## src/bcf_defines.svh

```systemverilog
// Named constants for the button commissioning interpreter.
`ifndef BCF_DEFINES_SVH
`define BCF_DEFINES_SVH
`define CLK_PERIOD_NS 5
`define TICK_PERIOD_NS 1000000
`define LONG_MS 13'h1B58
`define SHORT_MS 13'h07D0
`define CH_FIRST 5'h0B
`define CH_LAST 5'h1A
`define CH_15 5'h0F
`define CH_20 5'h14
`define CH_25 5'h19
`define REG_CTRL 12'h000
`define REG_STATUS 12'h004
`define CTRL_RESET 4'h2
`define CB_DIRECT 0
`define CB_SEQ 1
`define CB_PRIMARY 2
`define CB_LOCK 3
`define PAT_A0 4'h1
`define PAT_AI 4'h2
`define PAT_B0 4'h4
`define PAT_BI 4'h8
`define PAT_CONFIRM 4'h6
`define PAT_NOSEQ 4'hC
`define PAT_NOCOMM 4'hB
`define PAT_LOCK 4'hE
`define PAT_RESET 4'hF
`endif

```

## src/bcf_pkg.sv

```systemverilog
// Types shared by the button commissioning interpreter.
package bcf_pkg;
  typedef enum logic [2:0] {
    ST_NORMAL = 3'b000,
    ST_LONG1 = 3'b001,
    ST_SHORT = 3'b010,
    ST_SEQ = 3'b011,
    ST_DIR_WAIT = 3'b100,
    ST_CONFIRM = 3'b101
  } state_t;
  typedef enum logic [1:0] {
    TX_NONE = 2'b00,
    TX_DATA = 2'b01,
    TX_COMM = 2'b10,
    TX_DECOMM = 2'b11
  } tx_kind_t;
  typedef struct packed {
    logic valid;
    tx_kind_t kind;
    logic [4:0] channel;
    logic [3:0] contacts;
  } tx_req_t;
endpackage : bcf_pkg

```

## src/button_commissioning_fsm.sv

```systemverilog
// Button press sequence interpreter with an APB register slave.
//
// Our own choices: the address map and the APB slave port.
`timescale 1ns/10ps
`include "bcf_defines.svh"

////////////////////////////////////////////////////////////////////////////
module button_commissioning_fsm #(
  parameter int unsigned TICK_CYCLES = `TICK_PERIOD_NS / `CLK_PERIOD_NS
) (
  input wire logic pclk, // 200 MHz clock
  input wire logic presetn, // asynchronous reset, active low
  input wire logic psel, // APB select
  input wire logic penable, // APB enable
  input wire logic pwrite, // APB direction
  input wire logic [11:0] paddr, // APB byte address
  input wire logic [31:0] pwdata, // APB write data
  output logic [31:0] prdata, // APB read data
  output logic pready, // APB ready
  output logic pslverr, // APB error on unmapped address
  input wire logic [3:0] contacts, // button contacts
  input wire logic energy_bar, // energy bar actuation
  output bcf_pkg::tx_req_t tx // telegram request, valid for one cycle
);

  //////////////////////////////////////////////////////////////////////////
  // Press timing.
  logic [31:0] tick_cnt_q;
  logic [12:0] dur_q;
  logic bar_q;
  logic [3:0] pat_q;
  wire tick = (tick_cnt_q == TICK_CYCLES - 1);
  wire press_start = energy_bar & ~bar_q;
  wire release_ev = ~energy_bar & bar_q;
  wire is_long = (dur_q >= `LONG_MS);
  wire is_short2 = (dur_q < `SHORT_MS);

  always_ff @(posedge pclk or negedge presetn)
  begin
    if (!presetn)
    begin
      tick_cnt_q <= 32'h0;
      dur_q <= 13'h0;
      bar_q <= 1'b0;
      pat_q <= 4'h0;
    end
    else
    begin
      bar_q <= energy_bar;
      tick_cnt_q <= (press_start || tick) ? 32'h0 : tick_cnt_q + 32'h1;
      if (press_start)
        dur_q <= 13'h0;
      else if (energy_bar && tick && !is_long)
        dur_q <= dur_q + 13'h1;
      if (press_start)
        pat_q <= contacts;
      else if (energy_bar)
        pat_q <= pat_q | contacts;
    end
  end

  //////////////////////////////////////////////////////////////////////////
  // State and configuration.
  bcf_pkg::state_t st_q, st_d;
  logic [4:0] chan_q, chan_d, sel_q, sel_d, pend_q, pend_d, prev_q, prev_d;
  logic [3:0] x_q, x_d, last_q, last_d, cfg_q, cfg_d;
  logic first_q, first_d;
  bcf_pkg::tx_req_t tx_d;

  wire dir_en = cfg_q[`CB_DIRECT];
  wire seq_en = cfg_q[`CB_SEQ];
  wire prim = cfg_q[`CB_PRIMARY];
  wire lock = cfg_q[`CB_LOCK];
  wire single = (pat_q == `PAT_A0) || (pat_q == `PAT_AI) ||
                (pat_q == `PAT_B0) || (pat_q == `PAT_BI);
  wire same = (pat_q == x_q);
  wire abort = release_ev && !is_long && single && (last_q != 4'h0) &&
               (last_q != pat_q);

  function automatic logic [4:0] direct_ch(input logic [3:0] p);
    unique case (p)
      `PAT_A0: direct_ch = `CH_15;
      `PAT_AI: direct_ch = `CH_20;
      `PAT_BI: direct_ch = `CH_25;
      default: direct_ch = `CH_FIRST;
    endcase
  endfunction : direct_ch

  function automatic logic [4:0] next_ch(input logic [4:0] c,
                                         input logic p);
    if (p)
      next_ch = (c == `CH_FIRST) ? `CH_15 : (c == `CH_15) ? `CH_20 :
                (c == `CH_20) ? `CH_25 : `CH_FIRST;
    else
      next_ch = (c >= `CH_LAST) ? `CH_FIRST : c + 5'h01;
  endfunction : next_ch

  function automatic bcf_pkg::tx_req_t mk(input bcf_pkg::tx_kind_t k,
                                          input logic [4:0] c,
                                          input logic [3:0] p);
    mk.valid = 1'b1;
    mk.kind = k;
    mk.channel = c;
    mk.contacts = p;
  endfunction : mk

  //////////////////////////////////////////////////////////////////////////
  // APB decode.
  wire setup = psel & ~penable;
  wire hit_ctrl = (paddr == `REG_CTRL);
  wire hit_stat = (paddr == `REG_STATUS);
  wire apb_wr = psel & penable & pwrite & pready & hit_ctrl;
  wire [31:0] rd_mux = hit_ctrl ? {28'h0, cfg_q} :
                       hit_stat ? {11'h0, sel_q, 5'h0, st_q, 3'h0, chan_q} :
                       32'h0;

  always_ff @(posedge pclk or negedge presetn)
  begin
    if (!presetn)
    begin
      pready <= 1'b0;
      pslverr <= 1'b0;
      prdata <= 32'h0;
    end
    else
    begin
      pready <= setup;
      pslverr <= setup & ~hit_ctrl & ~hit_stat;
      prdata <= setup ? rd_mux : 32'h0;
    end
  end

  //////////////////////////////////////////////////////////////////////////
  // Press interpreter.
  always_comb
  begin
    st_d = st_q;
    chan_d = chan_q;
    sel_d = sel_q;
    pend_d = pend_q;
    prev_d = prev_q;
    x_d = x_q;
    first_d = first_q;
    last_d = last_q;
    cfg_d = cfg_q;
    tx_d = '0;
    if (apb_wr)
      cfg_d = pwdata[3:0];
    if (press_start)
    begin
      if (st_q == bcf_pkg::ST_DIR_WAIT && contacts == `PAT_CONFIRM)
      begin
        prev_d = chan_q;
        chan_d = lock ? chan_q : pend_q;
        st_d = bcf_pkg::ST_CONFIRM;
        tx_d = mk(bcf_pkg::TX_DATA, chan_d, contacts);
      end
    end
    else if (release_ev)
    begin
      last_d = (single && !is_long) ? pat_q : 4'h0;
      tx_d = mk(bcf_pkg::TX_DATA, chan_q, pat_q);
      if (st_q == bcf_pkg::ST_CONFIRM)
      begin
        st_d = bcf_pkg::ST_NORMAL;
        if (prev_q != chan_q)
          tx_d = mk(bcf_pkg::TX_DECOMM, prev_q, pat_q);
      end
      else if (is_long && pat_q == `PAT_RESET)
      begin
        tx_d = mk(bcf_pkg::TX_DECOMM, chan_q, pat_q);
        chan_d = `CH_FIRST;
        cfg_d = `CTRL_RESET;
        st_d = bcf_pkg::ST_NORMAL;
      end
      else if (is_long && pat_q == `PAT_NOCOMM)
      begin
        cfg_d[`CB_DIRECT] = 1'b0;
        cfg_d[`CB_SEQ] = 1'b0;
        st_d = bcf_pkg::ST_NORMAL;
      end
      else if (is_long && pat_q == `PAT_LOCK)
      begin
        cfg_d[`CB_LOCK] = 1'b1;
        st_d = bcf_pkg::ST_NORMAL;
      end
      else if (is_long && pat_q == `PAT_NOSEQ)
      begin
        cfg_d[`CB_SEQ] = 1'b0;
        st_d = bcf_pkg::ST_NORMAL;
      end
      else if (st_q == bcf_pkg::ST_SEQ)
      begin
        if (same && !is_long)
        begin
          sel_d = lock ? chan_q : first_q ? `CH_FIRST : next_ch(sel_q, prim);
          first_d = 1'b0;
          tx_d = mk(bcf_pkg::TX_COMM, sel_d, pat_q);
        end
        else
        begin
          chan_d = lock ? chan_q : sel_q;
          st_d = bcf_pkg::ST_NORMAL;
          tx_d = mk(bcf_pkg::TX_DATA, chan_d, pat_q);
        end
      end
      else if (st_q == bcf_pkg::ST_SHORT)
      begin
        st_d = bcf_pkg::ST_NORMAL;
        if (same && is_long && seq_en)
        begin
          st_d = bcf_pkg::ST_SEQ;
          sel_d = chan_q;
          first_d = 1'b1;
          tx_d = mk(bcf_pkg::TX_COMM, chan_q, pat_q);
        end
      end
      else if (st_q == bcf_pkg::ST_LONG1 && same && !is_long)
        st_d = is_short2 ? bcf_pkg::ST_SHORT : bcf_pkg::ST_NORMAL;
      else if (is_long && (single || pat_q == 4'h0))
      begin
        st_d = bcf_pkg::ST_NORMAL;
        if (dir_en)
        begin
          pend_d = direct_ch(pat_q);
          st_d = bcf_pkg::ST_DIR_WAIT;
          tx_d = mk(bcf_pkg::TX_COMM, lock ? chan_q : pend_d, pat_q);
        end
        if (seq_en && single)
        begin
          st_d = bcf_pkg::ST_LONG1;
          x_d = pat_q;
        end
      end
      else
        st_d = bcf_pkg::ST_NORMAL;
      if (abort)
        st_d = bcf_pkg::ST_NORMAL;
    end
  end

  always_ff @(posedge pclk or negedge presetn)
  begin
    if (!presetn)
    begin
      st_q <= bcf_pkg::ST_NORMAL;
      chan_q <= `CH_FIRST;
      sel_q <= `CH_FIRST;
      pend_q <= `CH_FIRST;
      prev_q <= `CH_FIRST;
      x_q <= 4'h0;
      last_q <= 4'h0;
      first_q <= 1'b0;
      cfg_q <= `CTRL_RESET;
      tx <= '0;
    end
    else
    begin
      st_q <= st_d;
      chan_q <= chan_d;
      sel_q <= sel_d;
      pend_q <= pend_d;
      prev_q <= prev_d;
      x_q <= x_d;
      last_q <= last_d;
      first_q <= first_d;
      cfg_q <= cfg_d;
      tx <= tx_d;
    end
  end

  wire rel_norm = release_ev && st_q != bcf_pkg::ST_CONFIRM && is_long;
endmodule : button_commissioning_fsm

```

## config.mk

```make
export PLATFORM = sky130hd
export DESIGN_NAME = button_commissioning_fsm
export DESIGN_NICKNAME = d
export VERILOG_FILES = /design/src/bcf_pkg.sv /design/src/button_commissioning_fsm.sv
export VERILOG_INCLUDE_DIRS = /design/src
export SDC_FILE = /design/constraint.sdc
export NUM_CORES = 1
export LEC_CHECK = 0
export BUFFER_PORTS_ARGS = -buffer_cell sky130_fd_sc_hd__buf_2
export CAP_MARGIN = 10
export CORE_MARGIN = 2
export CORE_UTILIZATION = 57
export CTS_CLUSTER_DIAMETER = 30
export DETAILED_ROUTE_END_ITERATION = 8
export GPL_ROUTABILITY_DRIVEN = 1
export GPL_TIMING_DRIVEN = 0
export PLACE_DENSITY_LB_ADDON = 0.15
export SYNTH_ARGS = -nofsm -noshare
export SYNTH_HDL_FRONTEND = slang
export SYNTH_SLANG_ARGS = --single-unit
```

## constraint.sdc

```tcl
create_clock -name pclk -period 3.1 [get_ports pclk]
set_clock_uncertainty 0.05 [all_clocks]
set_input_delay 0.93 -clock pclk [delete_from_list [all_inputs] [get_ports pclk]]
set_output_delay 0.93 -clock pclk [all_outputs]
set_load 0.05 [all_outputs]
```

==> results of run 1 <==
[layout by cell type, fill, tap and decap left out, types with 19 or more instances in the layout]
cell type	count
buf_4	21
buf_2	54
nand3_1	29
xor2_1	22
dfrtp_1	100
clkbuf_1	27
nor2_1	81
nand2_1	52
o21ai_0	36
nor3_1	21
inv_1	25
a21oi_1	35
xnor2_1	24
conb_1	19
[per-stage QoR]
stage / setup WS, ns / TNS, ns / hold slack (ns)
after global routing: 0.0384 / 0 / 0.458
after detailed placement: 0.0258 / 0 / 0.428
final: 0.200 / 0 / 0.437
after CTS: 0.286 / 0 / 0.441
after floorplan: 0.591 / 0 / 0.397
after global placement: -0.174 / -16.42 / 0.413
[state kept, by name, summed over array words and instances, names as in the netlist, 5 cells and up]
register	cells
tick_cnt_q	32
dur_q	13
prdata	13
tx	12
chan_q	5
prev_q	5
sel_q	5
[final cells by class]
cell class                 instances  area, um^2
fill                             902        3780
buffer                            53         285
inverter                          25        93.8
multi-input combinational        520        3250
clock buffer                       9         124
clock inverter                     7        78.8
sequential                       112        2820
timing repair buffer              52         285
tap                              140         175
[synth_stat cells, types with 4 or more instances]
cell type  count
a21oi_1       35
a22o_1         6
a2bb2oi_1      9
a31oi_1        5
and2_1        10
and3_1        11
buf_2          4
buf_4         20
clkbuf_1      27
dfrtp_1      100
dfstp_2       12
ha_1           9
inv_1         25
mux2_2        18
mux2i_1       15
nand2_1       52
nand3_1       29
nand3b_1       4
nand4_1       15
nor2_1        81
nor2b_1        7
nor3_1        21
nor3b_1        4
nor4_1        10
o21ai_0       36
o22ai_1        4
or2_2          4
or3_1          7
xnor2_1       24
xor2_1        22
[power by group through the flow]
stage | Combinational, uW | Sequential, uW | Clock [uW]
2_1_floorplan | 370 | 1660 | 0
5_1_grt | 637 | 1610 | 987
6_report | 577 | 1600 | 908
3_5_place_dp | 571 | 1630 | 0
4_1_cts | 573 | 1600 | 936
3_3_place_gp | 555 | 1630 | 0
[final timing paths]
path,cells after the start,from,slack (ns),endpoint
setup / recovery,8,st_q[1]$_DFFE_PN0P_,0.20,sel_q[2]$_DFFE_PN0P_
hold / removal,1,tick_cnt_q[0]$_DFF_PN0_,0.44,tick_cnt_q[0]$_DFF_PN0_
setup reg to reg,8,st_q[1]$_DFFE_PN0P_,0.20,sel_q[2]$_DFFE_PN0P_
hold reg to reg,1,tick_cnt_q[0]$_DFF_PN0_,0.44,tick_cnt_q[0]$_DFF_PN0_
max in group asynchronous,2,presetn,1.80,pend_q[3]$_DFFE_PN1P_
min in group asynchronous,1,presetn,0.45,pslverr$_DFF_PN0_
[worst max-delay path: stages, from the launching register on]
cell      delay [ns]
dfrtp_1         0.45
nor2b_1         0.27
and2_1          0.16
clkbuf_1        0.38
o21ai_0         0.29
a21oi_1         0.27
and3_1          0.22
clkbuf_1        0.33
mux2_2          0.38
[routing by layer]
layer,track usage [%],routed length [um],vias to the layer above
met3,7.05,913,29
met2,44.7,7480,173
li1,-,-,2584
met5,0,0,-
met1,37.9,7010,2659
met4,8.05,289,0
[cells by family (layout without fill, tap and decap cells)]
kind of cell / after synthesis / count (layout) / share of synthesized area, %
XOR/XNOR: 46 / 46 / 6.31
AND/OR/NAND/NOR: 270 / 270 / 21.3
AO/OA/AOI/OAI: 142 / 142 / 14.8
buffers and inverters: 78 / 146 / 5.94
multiplexers: 33 / 33 / 5.53
adder cells (fa/ha/maj): 10 / 10 / 1.92
flip-flops: 112 / 112 / 44.2
other: 1 / 19 / 0.0588
==> out/metrics.csv, run 1 <==
stage;metric;value;unit
timing;finalCritPeriodShare;93.6;%
synth;ys_ff_latch;112;
clock_network;cts_setup_buffers;0;
outcome;status;finished, final reports clean;
synth;yosysUniqueCellTypes;71;
routing;drtAntennaViolNets;0;
timing;post-route-min-period;2.90;ns
cells_and_area;final_nets;836;
placed_design;gp_congestion;0.957;
timing;tightest_slew;0.798;ns
cells_and_area;stdcell_count;918;
timing;slew-limit-headroom;46.4;%
cells_and_area;final_core_util;65.3;%
routing;routed_wl;15.7;mm
clock_network;clock-sinks;112;
power;ir_drop;0.632;mV
timing;fmax;0.345;GHz
clock_network;hold_buffers;0;
synth;yosysWarnings;0;
power;p_total;3090;uW
synth;synth-edff-count;0;
routing;drtIter0Drc;476;
critical_path;crit_arrival;3.14;ns
synth;ys_top_cells_by_area;dfrtp_1 (39%), dfstp_2 (4.9%), nor2_1 (4.8%);
power;leakage;0.00321;uW
timing;hold_violations;0;
synth;async_flop_share;100;%
routing;drcViolationCount;0;
global_routing;antenna_found_initial;0;
die;start_util;58.6;%
clock_network;clockBufferDepth;2;
die;fp.dieH;110;um
cells_and_area;drive_gt1_share;17.4;%
global_routing;grt_max_degree;74;
critical_path;cp-start-kind;register;
routing;wire_per_inst;17.1;um
power;p_comb_share;18.7;%
synth;synth_top_area_cell;dfrtp_1;
clock_network;clk_latency;0.40;ns
clock_network;cts_tree;built;
die;pin_count;100;
placed_design;io_buffers;51;
critical_path;cp_max_fo;9;
die;row_count;38;
placed_design;dp_cells;902;
clock_network;cts_buffers;9;
worst_hold_path;min_path_type;register to register;
global_routing;grt.overflow.total;0;
power;pwr-share-seq;51.9;%
timing;setup_viol;0;
timing;rsz0062_at_grt;no;
synth;syn-instance-count;692;
cells_and_area;syn_to_final_growth;11.5;%
die;fp.coreArea;10900;um^2
placed_design;dp_hpwl;11.6;mm
routing;vias;5445;
synth;netlist.area_leader.share;39.2;%
critical_path;crit_type;register to register;
synth;avgSynthCellArea;9.22;um^2
cells_and_area;antenna_cells;0;
die;die_x;110;um
synth;synth_ff_type;dfrtp_1;
job;cap_violations;0;
power;switching_share;31.4;%
routing;firstDrtPassIters;5;
critical_path;endpoint_kind;register;
power;powerDensity;435;nW/um^2
power;pwr-share-clk;29.4;%
die;die-area;12100;um^2
clock_network;htree_levels;3;
global_routing;grt_pass1_vias;5146;
global_routing;groute.usage.overall;28.0;%
timing;drv_slew;0;
placed_design;dpl_cell_area;6910;um^2
synth;yosysSeqAreaShare;44.2;%
power;p_int;2120;uW
routing;viasPerCell;5.93;
global_routing;grt_first_pass_wirelength;25.9;mm
clock_network;cts.clk_slew.worst_paths;0.10;ns
cells_and_area;post-route-cell-area;7110;um^2
critical_path;worstPathRequired;3.34;ns
clock_network;cts_root_buffer;clkbuf_8;
power;p_sw;970;uW
synth;synthesis.area;6380;um^2
clock_network;cts_resized;0;
No activity file was read; power rests on OpenSTA's default activity.
==> run 2, diff against run 1 <==
==> constraint.sdc (replaced) <==
create_clock -name pclk -period 3.1 [get_ports pclk]
set_clock_uncertainty 0.05 [all_clocks]
set_input_delay 0.31 -clock pclk [delete_from_list [all_inputs] [get_ports pclk]]
set_output_delay 0.31 -clock pclk [all_outputs]
set_load 0.05 [all_outputs]
==> run 2 against run 1 <==
Hold slack worse by 0.40 ns. First-iteration DRC count is 15% higher. Critical path depth stayed put. Cell count is 0.11% higher. Sequential share of layout area is 0.056 points lower. Register-to-register slack hardly changed. Power hardly changed. Global-route usage is 0.051 points higher. Largest power group unchanged.
==> out/metrics.csv, run 2 (synthesis gave the netlist of run 1 again) <==
stage;metric;value;unit
outcome;status;finished, final reports clean;
global_routing;grt_pass1_vias;5158;
cells_and_area;final_common_cell;dfrtp_1;
timing;drv_slew;0;
die;row_count;38;
critical_path;crit_chain;nor2b_1, and2_1, clkbuf_1, o21ai_0, a21oi_1, and3_1, clkbuf_1, mux2_2;
power;powerDensity;434;nW/um^2
cells_and_area;fill_cells;901;
critical_path;worstPathRequired;3.34;ns
cells_and_area;largest_reg_flops;32;
critical_path;cpMostUsedCell;clkbuf_1;
timing;hold_violations;0;
timing;slew-limit-headroom;46.5;%
cells_and_area;drive_gt1_share;17.3;%
critical_path;cp_slowest_stage_delay;0.45;ns
placed_design;dpl_cell_area;6910;um^2
global_routing;grt_first_pass_wirelength;25.9;mm
cells_and_area;post-route-cell-area;7120;um^2
routing;wire_per_inst;17.1;um
timing;tightest_slew;0.797;ns
cells_and_area;syn_to_final_growth;11.6;%
timing;hold_slack;0.0334;ns
die;fp.dieH;110;um
critical_path;cp_max_fo;9;
cells_and_area;largestRegisters;tick_cnt_q (32), dur_q (13), prdata (13);
placed_design;io_buffers;51;
cells_and_area;multiInputGateArea;3250;um^2
critical_path;cp-start-kind;register;
timing;finalCritPeriodShare;93.1;%
power;leakage;0.00321;uW
clock_network;clk_latency;0.40;ns
die;die-area;12100;um^2
die;die_x;110;um
routing;drtAntennaViolNets;0;
routing;viasPerCell;5.95;
clock_network;cts_root_buffer;clkbuf_8;
global_routing;groute.usage.overall;28.1;%
routing;drcViolationCount;0;
clock_network;cts_tree;built;
job;cap_violations;0;
critical_path;path_delay_family;buffers and inverters;
routing;routed_wl;15.7;mm
power;ir_drop;0.633;mV
timing;setup_viol;0;
critical_path;endpoint_kind;register;
placed_design;dp_hpwl;11.6;mm
routing;drtIter0Drc;546;
placed_design;gp_congestion;0.957;
clock_network;hold_buffers;1;
timing;fin_tns_setup;0;ns
timing;post-route-min-period;2.89;ns
global_routing;grt.overflow.total;0;
global_routing;grt_max_degree;74;
die;start_util;58.6;%
cells_and_area;top_register;tick_cnt_q;
timing;fmax;0.346;GHz
cells_and_area;ff_latch_area;2820;um^2
timing;rsz0062_at_grt;no;
cells_and_area;final_nets;837;
cells_and_area;antenna_cells;0;
die;pin_count;100;
critical_path;crit_type;register to register;
die;fp.coreArea;10900;um^2
clock_network;cts_setup_buffers;0;
worst_hold_path;min_path_type;input pin to register;
global_routing;antenna_found_initial;0;
cells_and_area;layout_common_cells;dfrtp_1 (100), nor2_1 (81), buf_2 (54);
critical_path;crit_arrival;3.12;ns
clock_network;clockBufferDepth;2;
critical_path;crit_buf_inv;2;
routing;firstDrtPassIters;5;
routing;vias;5464;
clock_network;clock-sinks;112;
clock_network;htree_levels;3;
clock_network;cts_buffers;9;
clock_network;cts_resized;0;
clock_network;cts.clk_slew.worst_paths;0.10;ns
critical_path;crit_slowest_cell;dfrtp_1;
## run 2: final cells by class
type	instances	share of cell area [%]
inverter	25	1.32
buffer	53	4.01
timing repair buffer	53	4.15
tap	140	2.46
multi-input combinational	520	45.7
clock buffer	9	1.74
sequential	112	39.6
clock inverter	7	1.11
## run 2: worst paths after layout
| path | slack (ns) | to | start | cells past startpoint |
|---|---|---|---|---|
| max | 0.21 | sel_q[2]$_DFFE_PN0P_ | st_q[1]$_DFFE_PN0P_ | 8 |
| min | 0.03 | pready$_DFF_PN0_ | penable | 2 |
| max reg2reg | 0.21 | sel_q[2]$_DFFE_PN0P_ | st_q[1]$_DFFE_PN0P_ | 8 |
| min reg2reg | 0.44 | tick_cnt_q[0]$_DFF_PN0_ | tick_cnt_q[0]$_DFF_PN0_ | 1 |
| max in group asynchronous | 1.85 | prev_q[1]$_DFFE_PN1P_ | presetn | 3 |
| min in group asynchronous | 0.39 | pslverr$_DFF_PN0_ | presetn | 2 |
## run 2: worst register-to-register path: stages, from the launching register on
cell,delay [ns]
dfrtp_1,0.45
nor2b_1,0.27
and2_1,0.16
clkbuf_1,0.39
o21ai_0,0.29
a21oi_1,0.27
and3_1,0.21
clkbuf_1,0.32
mux2_2,0.38
## run 2: metrics by stage
step	worst slack [ns]	std cells	utilization (%)	power (uW)
floorplan	0.794	710	-	2030
global placement	0.366	901	63.2	2180
detailed placement	0.331	902	63.4	2200
CTS	0.286	919	65.4	3110
global route	0.0384	919	65.4	3240
finish	0.214	919	65.4	3090
## run 2: where the power goes
part	switching [uW]	leakage, uW	internal (uW)
registers	59.0	0.00148	1550
clock network	526	0.0000977	382
logic	387	0.00163	193
total	972	0.00321	2120
## run 2: routing by layer
| layer | routed length (um) | share of wire (%) | up-vias | GRT usage, % |
|---|---|---|---|---|
| li1 | - | - | 2590 | - |
| met1 | 6880 | 44 | 2659 | 37.9 |
| met2 | 7510 | 48 | 182 | 44.9 |
| met3 | 967 | 6.2 | 33 | 7.05 |
| met4 | 318 | 2.0 | 0 | 8.05 |
| met5 | 0 | 0 | - | 0 |
